--- config.mk ---
export PLATFORM = sky130hd
export DESIGN_NAME = tape_stop_sequencer
export DESIGN_NICKNAME = d
export VERILOG_FILES = /design/src/rtl/quarter_prescaler.v /design/src/rtl/char_fifo.v /design/src/rtl/tape_stop_sequencer.v
export VERILOG_INCLUDE_DIRS = /design/src /design/src/rtl
export SDC_FILE = /design/constraint.sdc
export NUM_CORES = 1
export LEC_CHECK = 0
export ABC_AREA = 0
export BUFFER_PORTS_ARGS = -buffer_cell sky130_fd_sc_hd__buf_2
export CORE_ASPECT_RATIO = 0.5
export CORE_MARGIN = 5
export CORE_UTILIZATION = 45
export DETAILED_ROUTE_END_ITERATION = 12
export PLACE_DENSITY = 0.65
export SLEW_MARGIN = 40
export SYNTH_ARGS = -nofsm -noshare
export SYNTH_HDL_FRONTEND = slang
export SYNTH_SLANG_ARGS = --single-unit
--- constraint.sdc ---
create_clock -name CLOCK_IN -period 6.4 [get_ports CLOCK_IN]
set_input_delay 0.32 -clock CLOCK_IN [delete_from_list [all_inputs] [get_ports CLOCK_IN]]
set_output_delay 0.32 -clock CLOCK_IN [all_outputs]
set_load 0.01 [all_outputs]
--- src/rtl/tsb_regs.vh ---
// Constants for the tape slave bus stop sequencer.
// Assumes a single 50 MHz system clock.
`ifndef TSB_REGS_VH
`define TSB_REGS_VH

// System clock rate
`define TSB_CLK_MHZ 50

// Settle time of the preset on the read lines, in ns
`define TSB_FETCH_NS 1000
`define TSB_FETCH_CYC ((`TSB_FETCH_NS * `TSB_CLK_MHZ) / 1000)
`define TSB_FETCH_W 6

// Motion delay counter layout
`define TSB_CNT_W 16
`define TSB_BIT_GATE 13
`define TSB_BIT_HOLD 14
`define TSB_BIT_TOP 15
`define TSB_START_PRESET 13'h1F00

// Prescaler phases
`define TSB_PRE_START 2'h2
`define TSB_PRE_EMIT 2'h3

// Write path
`define TSB_DATA_W 9
`define TSB_FIFO_W 10
`define TSB_FIFO_DEPTH 4
`define TSB_FIFO_AW 2

// Status lines
`define TSB_STAT_W 8

`endif

--- src/rtl/quarter_prescaler.v ---
// Divide-by-four prescaler on bus clock ticks.
// Assumes tick_in is a one-cycle pulse per bus clock edge.
`timescale 1ns/1ps
`include "tsb_regs.vh"

module quarter_prescaler
(
   input wire clk_in,
   input wire rst_n_in,
   input wire tick_in,
   input wire run_in,
   output wire pulse_out
);

reg [1:0] phase_r;

// First pulse after two ticks, then every four
always @(posedge clk_in or negedge rst_n_in)
begin
   if (!rst_n_in)
      phase_r <= `TSB_PRE_START;
   else if (!run_in)
      phase_r <= `TSB_PRE_START;
   else if (tick_in)
      phase_r <= phase_r + 2'h1;
end

assign pulse_out = run_in & tick_in & (phase_r == `TSB_PRE_EMIT);

endmodule

--- src/rtl/char_fifo.v ---
// Small FIFO of write characters.
// Assumes push only with in_ready_out high, pop only with out_valid_out high.
`timescale 1ns/1ps

module char_fifo
#(
   parameter WIDTH = 10,
   parameter DEPTH = 4,
   parameter AW = 2
)
(
   input wire clk_in,
   input wire rst_n_in,
   input wire in_valid_in,
   input wire [WIDTH-1:0] in_data_in,
   output wire in_ready_out,
   output wire out_valid_out,
   output wire [WIDTH-1:0] out_data_out,
   input wire out_ready_in
);

reg [WIDTH-1:0] mem_r [0:DEPTH-1];
reg [AW-1:0] wr_ptr_r;
reg [AW-1:0] rd_ptr_r;
reg [AW:0] count_r;
wire push;
wire pop;
wire [AW:0] depth_w;

assign depth_w = DEPTH[AW:0];
assign in_ready_out = (count_r != depth_w);
assign out_valid_out = (count_r != {(AW+1){1'b0}});
assign out_data_out = mem_r[rd_ptr_r];
assign push = in_valid_in & in_ready_out;
assign pop = out_ready_in & out_valid_out;

// Storage
always @(posedge clk_in)
begin
   if (push)
      mem_r[wr_ptr_r] <= in_data_in;
end

// Pointers and fill level
always @(posedge clk_in or negedge rst_n_in)
begin
   if (!rst_n_in)
   begin
      wr_ptr_r <= {AW{1'b0}};
      rd_ptr_r <= {AW{1'b0}};
      count_r <= {(AW+1){1'b0}};
   end
   else
   begin
      if (push)
         wr_ptr_r <= wr_ptr_r + {{(AW-1){1'b0}}, 1'b1};
      if (pop)
         rd_ptr_r <= rd_ptr_r + {{(AW-1){1'b0}}, 1'b1};
      if (push & ~pop)
         count_r <= count_r + {{AW{1'b0}}, 1'b1};
      else if (pop & ~push)
         count_r <= count_r - {{AW{1'b0}}, 1'b1};
   end
end

endmodule

--- src/rtl/tape_stop_sequencer.v ---
// Controller-side slave bus logic: command issue, motion delay counter,
// drive stop sequence, write character path and read capture.
// Assumes every transport input is synchronous to CLOCK_IN.
`timescale 1ns/1ps
`include "tsb_regs.vh"

module tape_stop_sequencer
(
   input wire CLOCK_IN,
   input wire RST_N_IN,
   input wire [2:0] UNIT_SEL_IN,
   input wire AHEAD_IN,
   input wire BACKWARD_IN,
   input wire REWIND_IN,
   input wire WRITE_EN_IN,
   input wire [1:0] PACKING_IN,
   input wire CMD_GO_IN,
   input wire READ_DONE_PULSE_IN,
   input wire [`TSB_DATA_W-1:0] WR_DATA_IN,
   input wire WR_LAST_IN,
   input wire WR_VALID_IN,
   output wire WR_READY_OUT,
   input wire BUS_CLOCK_IN,
   input wire TAPE_CHAR_CLOCK_IN,
   input wire [7:0] RECEIVED_READ_LINES_IN,
   input wire RECEIVED_READ_PARITY_IN,
   input wire READ_CHAR_STROBE_IN,
   input wire [`TSB_STAT_W-1:0] TRANSPORT_STATUS_IN,
   output wire [2:0] UNIT_SELECT_OUT,
   output wire AHEAD_CMD_OUT,
   output wire BACKWARD_CMD_OUT,
   output wire REWIND_CMD_OUT,
   output wire WRITE_ENABLE_CMD_OUT,
   output wire COMMAND_LATCH_PULSE_OUT,
   output wire [1:0] TAPE_PACKING_SELECT_OUT,
   output wire BUS_STOP_OUT,
   output wire PRESET_FETCH_ENABLE_OUT,
   output wire SPEED_UP_HOLD_OUT,
   output wire [`TSB_DATA_W-1:0] WRITE_DATA_LINES_OUT,
   output wire WRITE_CHAR_PULSE_OUT,
   output wire PARITY_CHAR_FLAG_OUT,
   output wire MOTION_ACTIVE_OUT,
   output wire READ_IN_PROGRESS_OUT,
   output wire [`TSB_DATA_W-1:0] READ_DATA_OUT,
   output wire READ_STROBE_OUT,
   output wire [`TSB_STAT_W-1:0] STATUS_OUT
);

// Motion states
localparam [3:0] ST_IDLE = 4'h1;
localparam [3:0] ST_MOVE = 4'h2;
localparam [3:0] ST_FETCH = 4'h4;
localparam [3:0] ST_COAST = 4'h8;

// Counter word for the start of motion
function [`TSB_CNT_W-1:0] start_word;
   input [12:0] preset;
   begin
      start_word = {2'b00, 1'b1, preset};
   end
endfunction

// Counter word for the stop load
function [`TSB_CNT_W-1:0] stop_word;
   input keep;
   input parity;
   input [7:0] lines;
   begin
      stop_word = {keep, keep, 1'b1, 4'h0, parity, lines};
   end
endfunction

reg [3:0] state_r;
reg [3:0] state_nxt;
reg [`TSB_CNT_W-1:0] cnt_r;
reg [`TSB_CNT_W-1:0] cnt_nxt;
reg [`TSB_FETCH_W-1:0] fetch_cnt_r;
reg [`TSB_FETCH_W-1:0] fetch_cnt_nxt;
reg [2:0] unit_r;
reg ahead_r;
reg backward_r;
reg rewind_r;
reg wr_cmd_r;
reg [1:0] packing_r;
reg latch_pulse_r;
reg hold_prev_r;
reg bus_clk_prev_r;
reg wclk_prev_r;
reg strobe_prev_r;
reg [`TSB_DATA_W-1:0] wdata_r;
reg flag_r;
reg pend_r;
reg char_pulse_r;
reg [`TSB_DATA_W-1:0] rdata_r;
reg rd_strobe_r;
reg [`TSB_STAT_W-1:0] status_r;

wire go_take;
wire go_motion;
wire hold;
wire hold_rise;
wire bus_tick;
wire wclk_tick;
wire rd_tick;
wire delay_pulse;
wire count_run;
wire fifo_valid;
wire [`TSB_FIFO_W-1:0] fifo_data;
wire drain;
wire reading;
wire [31:0] fetch_full;

assign fetch_full = `TSB_FETCH_CYC;

// Commands only taken while no motion is under way
assign go_take = CMD_GO_IN & (state_r == ST_IDLE);
assign go_motion = go_take & ~REWIND_IN;

// Hold is bit 14 inverted; low bit 14 means accelerating or stopped
assign hold = ~cnt_r[`TSB_BIT_HOLD];
assign hold_rise = hold & ~hold_prev_r;

// Edge detect on the transport clocks and strobe
assign bus_tick = BUS_CLOCK_IN & ~bus_clk_prev_r;
assign wclk_tick = TAPE_CHAR_CLOCK_IN & ~wclk_prev_r & ~hold;
assign rd_tick = READ_CHAR_STROBE_IN & ~strobe_prev_r;

// Prescaler runs only while bit 13 is set and no preset is loading
assign count_run = cnt_r[`TSB_BIT_GATE] & (state_r != ST_FETCH);

assign reading = cnt_r[`TSB_BIT_HOLD] ^ cnt_r[`TSB_BIT_TOP];

quarter_prescaler u_prescaler
(
   .clk_in(CLOCK_IN),
   .rst_n_in(RST_N_IN),
   .tick_in(bus_tick),
   .run_in(count_run),
   .pulse_out(delay_pulse)
);

// Write characters are taken from the FIFO on write clocks gated off by hold
assign drain = wclk_tick & fifo_valid & wr_cmd_r & (state_r != ST_IDLE);

char_fifo
#(
   .WIDTH(`TSB_FIFO_W),
   .DEPTH(`TSB_FIFO_DEPTH),
   .AW(`TSB_FIFO_AW)
)
u_fifo
(
   .clk_in(CLOCK_IN),
   .rst_n_in(RST_N_IN),
   .in_valid_in(WR_VALID_IN),
   .in_data_in({WR_LAST_IN, WR_DATA_IN}),
   .in_ready_out(WR_READY_OUT),
   .out_valid_out(fifo_valid),
   .out_data_out(fifo_data),
   .out_ready_in(drain)
);

// Motion state machine
always @*
begin
   state_nxt = state_r;
   fetch_cnt_nxt = fetch_cnt_r;
   case (state_r)
      ST_IDLE:
      begin
         if (go_motion)
            state_nxt = ST_MOVE;
      end
      ST_MOVE:
      begin
         if (READ_DONE_PULSE_IN)
         begin
            state_nxt = ST_FETCH;
            fetch_cnt_nxt = fetch_full[`TSB_FETCH_W-1:0];
         end
         else if (hold_rise)
            state_nxt = ST_IDLE;
      end
      ST_FETCH:
      begin
         if (fetch_cnt_r == {`TSB_FETCH_W{1'b0}})
            state_nxt = ST_COAST;
         else
            fetch_cnt_nxt = fetch_cnt_r - {{(`TSB_FETCH_W-1){1'b0}}, 1'b1};
      end
      ST_COAST:
      begin
         if (hold_rise)
            state_nxt = ST_IDLE;
      end
      default:
      begin
         state_nxt = ST_IDLE;
      end
   endcase
end

// Motion delay counter
always @*
begin
   cnt_nxt = cnt_r;
   if (go_motion)
      cnt_nxt = start_word(`TSB_START_PRESET);
   else if (state_r == ST_FETCH)
      cnt_nxt = stop_word(cnt_r[`TSB_BIT_HOLD], RECEIVED_READ_PARITY_IN,
         RECEIVED_READ_LINES_IN);
   else if (delay_pulse)
      cnt_nxt = cnt_r + 16'h0001;
end

always @(posedge CLOCK_IN or negedge RST_N_IN)
begin
   if (!RST_N_IN)
   begin
      state_r <= ST_IDLE;
      cnt_r <= 16'h0000;
      fetch_cnt_r <= 6'h00;
      hold_prev_r <= 1'b1;
   end
   else
   begin
      state_r <= state_nxt;
      cnt_r <= cnt_nxt;
      fetch_cnt_r <= fetch_cnt_nxt;
      hold_prev_r <= hold;
   end
end

// Command lines and latch pulse
always @(posedge CLOCK_IN or negedge RST_N_IN)
begin
   if (!RST_N_IN)
   begin
      unit_r <= 3'h0;
      ahead_r <= 1'b0;
      backward_r <= 1'b0;
      rewind_r <= 1'b0;
      wr_cmd_r <= 1'b0;
      packing_r <= 2'h0;
      latch_pulse_r <= 1'b0;
   end
   else
   begin
      latch_pulse_r <= go_take;
      if (go_take)
      begin
         unit_r <= UNIT_SEL_IN;
         ahead_r <= AHEAD_IN;
         backward_r <= BACKWARD_IN;
         rewind_r <= REWIND_IN;
         wr_cmd_r <= WRITE_EN_IN;
         packing_r <= PACKING_IN;
      end
   end
end

// Edge history of transport inputs
always @(posedge CLOCK_IN or negedge RST_N_IN)
begin
   if (!RST_N_IN)
   begin
      bus_clk_prev_r <= 1'b0;
      wclk_prev_r <= 1'b0;
      strobe_prev_r <= 1'b0;
   end
   else
   begin
      bus_clk_prev_r <= BUS_CLOCK_IN;
      wclk_prev_r <= TAPE_CHAR_CLOCK_IN;
      strobe_prev_r <= READ_CHAR_STROBE_IN;
   end
end

// Write character path: data and flag one cycle ahead of the pulse
always @(posedge CLOCK_IN or negedge RST_N_IN)
begin
   if (!RST_N_IN)
   begin
      wdata_r <= 9'h000;
      flag_r <= 1'b0;
      pend_r <= 1'b0;
      char_pulse_r <= 1'b0;
   end
   else
   begin
      pend_r <= drain;
      char_pulse_r <= pend_r;
      if (drain)
      begin
         wdata_r <= fifo_data[`TSB_DATA_W-1:0];
         flag_r <= fifo_data[`TSB_FIFO_W-1];
      end
   end
end

// Read character capture during record transfer
always @(posedge CLOCK_IN or negedge RST_N_IN)
begin
   if (!RST_N_IN)
   begin
      rdata_r <= 9'h000;
      rd_strobe_r <= 1'b0;
      status_r <= 8'h00;
   end
   else
   begin
      status_r <= TRANSPORT_STATUS_IN;
      rd_strobe_r <= rd_tick & reading & (state_r == ST_MOVE);
      if (rd_tick & reading & (state_r == ST_MOVE))
         rdata_r <= {RECEIVED_READ_PARITY_IN, RECEIVED_READ_LINES_IN};
   end
end

assign UNIT_SELECT_OUT = unit_r;
assign AHEAD_CMD_OUT = ahead_r;
assign BACKWARD_CMD_OUT = backward_r;
assign REWIND_CMD_OUT = rewind_r;
assign WRITE_ENABLE_CMD_OUT = wr_cmd_r;
assign COMMAND_LATCH_PULSE_OUT = latch_pulse_r;
assign TAPE_PACKING_SELECT_OUT = packing_r;
assign BUS_STOP_OUT = (state_r == ST_IDLE);
assign PRESET_FETCH_ENABLE_OUT = (state_r == ST_FETCH);
assign SPEED_UP_HOLD_OUT = hold;
assign WRITE_DATA_LINES_OUT = wdata_r;
assign WRITE_CHAR_PULSE_OUT = char_pulse_r;
assign PARITY_CHAR_FLAG_OUT = flag_r;
assign MOTION_ACTIVE_OUT = (state_r != ST_IDLE);
assign READ_IN_PROGRESS_OUT = reading;
assign READ_DATA_OUT = rdata_r;
assign READ_STROBE_OUT = rd_strobe_r;
assign STATUS_OUT = status_r;

endmodule

== After elaboration in Yosys (flattened, before gate mapping) ==
Memories as Yosys holds them, arrays and structs flattened. A register that Yosys moved wholly into a read port is not among the register bits.
Index checks and enable logic that the tools add are counted.
Storage, ports and cells
  flip-flop bits (word level): 69
  memory bits (writable): 40
  word-level logic and storage cells: 101
  memories kept: 1
Operators by class
  add/sub/neg operators: 7
  equal/unequal tests: 14
  multiplexer cells: 17
  bitwise gates (word level): 28
  reduce and logical (&&, ||, !) cells: 10
Memory list
  u_fifo.mem_r: words 4, bits a word 10, rd ports 1, clocked after Yosys merged registers in 1, write ports 1, line char_fifo.v:22  | reg [WIDTH-1:0] mem_r [0:DEPTH-1];
Operators by type and width (number)
  16-bit 2-to-1 mux: 3
  1-bit bitwise AND: 19
  16-bit by 1-bit adder with 16-bit output (second input constant): 1
  4-bit 2-to-1 mux: 4
  4-bit one-hot mux with 4 select lines: 1
  6-bit 2-to-1 mux: 2
  6-bit one-hot mux with 2 select lines: 1
  2-bit by 1-bit != test with 1-bit output (second input constant): 4
  1-bit NOT: 8
  2-bit by 1-bit adder with 2-bit output (second input constant): 3
  6-bit logical NOT: 1
  3-bit 2-to-1 mux: 2
  2-bit nonzero test: 3
  3-bit nonzero test: 2
  6-bit by 1-bit subtractor with 6-bit output (second input constant): 1
  4-bit by 1-bit equality test with 1-bit output (second input constant): 1
  4-bit by 2-bit equality test with 1-bit output (second input constant): 1
  4-bit by 3-bit equality test with 1-bit output (second input constant): 1
  4-bit equality test (second input constant): 1
  2-bit 2-to-1 mux: 2
  2-bit != test (second input constant): 2
  4-bit by 1-bit != test with 1-bit output (second input constant): 1
  4-bit by 3-bit != test with 1-bit output (second input constant): 1
  2-bit AND reduction: 2
  other kinds (8): 9

== Depth between registers and ports, before layout ==
  depth after elaboration: 10
  mapped depth: 13

== By module ==
From an unflattened synthesis, not the netlist that was laid out.
Unflattened totals
  cells, all modules: 347
  area, all modules: 5037.3 um^2
Modules (own cells, without submodules)
  tape_stop_sequencer: instances 1, cells each 252, area each 3054.2 um^2
  char_fifo: instances 1, cells each 87, area each 1883.1 um^2
  quarter_prescaler: instances 1, cells each 8, area each 100.1 um^2

== Worst setup path before layout ==
OpenSTA, ideal clock, no wires.
  path kind: reg2reg
  from: reg state_r[0]
  to: reg u_fifo.count_r[2]
  setup time: 79 ps
  data arrival time: 2467 ps
  required time: 6321 ps
  setup slack: 3854 ps
  stages on the path, launching flop included: 13
  clock period less this slack: 2546 ps
  path through: dfstp_2 -> or4b_1 -> buf_6 -> clkinv_8 -> nor3_4 -> buf_6 -> inv_1 -> ha_1 -> inv_1 -> fa_1 -> xor2_1 -> nor2_1 -> xor2_1
On the way
  longest elaborated chain between the ends: 6
  elaborated cells on any way between the ends: 8
  those cells by class: eq/ne: 1; mux: 1; bitwise: 5; reduce/logical: 1
RTL lines
  start: declaration: line tape_stop_sequencer.v:73  | reg [3:0] state_r;
  start signal: assignment: line tape_stop_sequencer.v:227  | state_r <= state_nxt;
  4-bit by 1-bit != test with 1-bit output *
  net MOTION_ACTIVE_OUT: line tape_stop_sequencer.v:42  | output wire MOTION_ACTIVE_OUT,
  1-bit bitwise AND *: line tape_stop_sequencer.v:143  | assign drain = wclk_tick & fifo_valid & wr_cmd_r & (state_r != ST_IDLE);
  net drain: line tape_stop_sequencer.v:109  | wire drain;
  1-bit bitwise AND *: line char_fifo.v:35  | assign pop = out_ready_in & out_valid_out;
  1-bit NOT: line char_fifo.v:59  | if (push & ~pop)
  1-bit bitwise AND: line char_fifo.v:59
  3-bit 2-to-1 mux or 2-bit nonzero test (tied branches)
  end signal: assignment: line char_fifo.v:51  | count_r <= {(AW+1){1'b0}};
  end signal: assignment: line char_fifo.v:60  | count_r <= count_r + {{AW{1'b0}}, 1'b1};
  end signal: assignment: line char_fifo.v:62  | count_r <= count_r - {{AW{1'b0}}, 1'b1};
  end: declaration: line char_fifo.v:25  | reg [AW:0] count_r;
Mark *: on every way through the listed nets, which the timed path passes. The rest lies on a longest branch.
A chain may end at the register's enable or synchronous reset.

== Worst setup path after layout ==
  from: reg state_r[2]
  to: reg u_fifo.count_r[1]
On the way
  longest elaborated chain between the ends: 6
  elaborated cells on any way between the ends: 8
  those cells by class: eq/ne: 1; mux: 1; bitwise: 5; reduce/logical: 1
RTL lines (line)
  4-bit by 1-bit != test with 1-bit output *: tape_stop_sequencer.v:143
  1-bit bitwise AND *: tape_stop_sequencer.v:143
  1-bit bitwise AND *: char_fifo.v:35
  1-bit NOT: char_fifo.v:59
  1-bit bitwise AND: char_fifo.v:59
  3-bit 2-to-1 mux or 2-bit nonzero test (tied branches)
Mark *: on every way between the ends. The rest lies on a longest branch, timed or not.

==> results.md <==
- FILL cells: 893
- WS Path Type: reg -> reg
- Fmax: 351 MHz
- Detailed-route DRC error count: 0
- Setup slack, reg-to-reg: 3550 ps
- WP data required: 6690 ps
- Std cell rows: 27
- Sequential fraction of design power: 41.5%
- Clock period minus worst slack: 2850 ps
- Met1 wire length: 4620 µm
- Asr flop ratio synth: 66.4%
- Num CTS Buffers: 17
- Chip Width: 160 µm
- Clk network pwr share: 37.4%
- Vias per Instance: 5.13
- CP Capture Point: u_fifo.count_r[1]
- Setup TNS: 0 ps
- Switching part of the total power: 30.6%
- Routed vias: 3,152
- Post-synth cell types: 57
- Area leader, netlist: dfrtp_1
- Avg Inst Size Synth: 14.5 µm²
- Ys flop type: dfrtp_1
- Antenna Nets Post-Route: 0
- Power per cell area: 409 nW/µm²
- Met3 wire length: 321 µm
- Max Cap Violations: 0
- YS warnings: 0
- Startpoint Class: flip-flop
- Gr usage total: 16.3%
- Synth-to-Final Area Change: 24.7%
- Area contributors post-synth: dfrtp_1, edfxtp_1, mux2_2, mux4_2, ha_1
- Max FO, Critical Path: 14
- TritonCTS clock tree: built
- Hold_buf cts: 8
- Vias in the first global route: 3,314
- Pre-antenna DRT Iters: 4
- Remaining global-route overflow: 0
- Dpl ws: 3500 ps
- Clock Latency Late Sink: 420 ps
- Post-CTS resize count: 0
- Routed wire length: 10,300 µm
- Share of layout cells above drive strength 1: 38.0%
- Setup bufs post-CTS: 0
- Clk root buf: clkbuf_16
- Reg-to-reg startpoint: state_r[2]
- Internal power: 1.80 mW
- Crit share post-route: 44.5%
- CP endpoint kind: flip-flop
- Placed cell area: 5640 µm²
- Final WS setup: 3550 ps
- CP arrival: 3140 ps
- Tightest Hold Check Type: in -> reg
- Critical path origin: state_r[2]
- DP HPWL: 6790 µm
- Final Hold Fails: 0
- Antenna Cells: 0
- Worst Reg-to-Reg Cells: 8
- Setup repair after global routing missed its margin: no
- Initial drt markers: 180
- Measured slew at the worst slew-check pin: 738 ps
- Initial antenna violation count: 0
- Reg-to-Reg End: u_fifo.count_r[1]
- Top Layer Used: met4
- Status: complete, no violations
- Die H: 85.1 µm
- Largest net degree at the start of global routing: 80
- Post-Syn Instances: 351
- Share of the synthesized area in the top cell type: 37.5%
- Most frequent cells in the layout: buf_2, dfrtp_1, edfxtp_1
- Core Region: 11,000 µm²
- Die area: 13,600 µm²
- Longest Clk Path Bufs: 2
- VDD IR max: 280 µV
- I/O pin count: 89
- Initial Util: 46.1%
- Global-route wire length before repair: 17,200 µm
- Port bufs: 88
- Syn Nets: 405
- Most common cell after layout, fill and taps aside: buf_2
- EDFF count, synth: 40
- Post-route cell area: 6330 µm²
- WL/cell: 16.8 µm
- Post-Syn Area: 5070 µm²
- Reg clk slew, reported paths: 60 ps
- H-tree levels: 4
- Static leakage: 2.75 nW
- Worst Hold Launch: TRANSPORT_STATUS_IN[2]
- Layout Nets: 510
- Final setup fails: 0
- P_sw: 793 µW
- CTS Sinks: 119
- GP Congestion: 0.749
- Gate power share: 21.1%
- Pins Over Slew Limit: 0
- Sequential share of the synthesized area: 62.7%
- Yosys reg bits: 119
- Final Skew: 10.3 ps
- Max-slew headroom: 50.8%
- Met2 wire length: 5210 µm
## power by group through the flow
stage	logic, mW	registers [mW]	clock network, mW
floorplan	0.389	1.08	0
global placement	0.536	1.08	0
detailed placement	0.546	1.09	0
CTS	0.555	1.07	0.987
global route	0.609	1.10	1.03
finish	0.546	1.08	0.970
## sequential cells by signal, summed over array words and instances (netlist names), 2 cells and up
signal,cells
READ_DATA_OUT,9
STATUS_OUT,8
TAPE_PACKING_SELECT_OUT,2
UNIT_SELECT_OUT,3
WRITE_DATA_LINES_OUT,9
cnt_r,16
fetch_cnt_r,6
state_r,4
u_fifo.count_r,3
u_fifo.mem_r,40
u_fifo.rd_ptr_r,2
u_fifo.wr_ptr_r,2
u_prescaler.phase_r,2
## layer usage
| metal | track usage [%] | up-vias |
|---|---|---|
| met5 | 0 | - |
| met4 | 6.25 | 0 |
| met3 | 5.00 | 13 |
| met2 | 27.3 | 49 |
| met1 | 20.2 | 1585 |
| li1 | - | 1505 |
## cell usage after synthesis, types with 4 or more instances
cell type,number
nand2b_1,6
nor3_1,4
nand4_1,6
o21ai_0,7
a21oi_1,12
nor2_1,18
edfxtp_1,40
and3_1,5
mux2_2,31
a211oi_1,7
xor2_1,6
dfrtp_1,76
mux2i_1,5
nand3_1,8
clkbuf_1,4
nor2b_1,6
ha_1,9
mux4_2,10
nand2_1,13
inv_1,13
xnor2_1,12
nor4_1,4
## critical path, stage by stage, from the launching register on
cell,delay (ps)
dfrtp_1,540
or4b_1,380
clkinv_8,120
nor3_4,610
inv_1,100
ha_1,250
inv_1,70
fa_1,390
mux2_2,260
## layout make-up
type	count	area [µm²]	share of cell area (%)
Sequential cell	119	3180	50.3
Clock buffer	17	425	6.72
Timing Repair Buffer	96	527	8.33
Multi-Input combinational cell	208	1770	27.9
Clock inverter	15	179	2.83
Tap cell	145	181	2.87
Inverter	14	65.1	1.03
## cells by family (layout without fill, tap and decap cells)
kind of cell    Yosys count  after routing  synth area share (%)
flops                   119            119                  62.7
simple gates             91             91                  10.7
mux                      47             47                  12.5
compound gates           42             42                  5.92
buf+inv                  24            142                  2.47
xor+xnor                 18             18                  3.11
fa+ha+maj                10             10                  2.61
## metrics by stage
stage | utilization [%] | power, mW | hold WS, ps | instances
floorplan | - | 1.46 | 24.4 | 351
global placement | 51.2 | 1.62 | 359 | 574
global route | 57.5 | 2.74 | 6.87 | 614
detailed placement | 51.2 | 1.63 | 358 | 574
finish | 57.5 | 2.59 | 27.6 | 614
CTS | 57.5 | 2.62 | 12.0 | 614
## worst min-delay path by stage
| stage | slack (ps) | cells after the start | end |
|---|---|---|---|
| 2_1_floorplan | 20 | 0 | AHEAD_CMD_OUT |
| 3_3_place_gp | 360 | 0 | WRITE_CHAR_PULSE_OUT |
| 3_5_place_dp | 360 | 0 | WRITE_CHAR_PULSE_OUT |
| 4_1_cts | 10 | 1 | STATUS_OUT[2] |
| 5_1_grt | 7 | 1 | STATUS_OUT[2] |
| 6_report | 30 | 1 | STATUS_OUT[2] |
(Power assumes the default switching activity.)
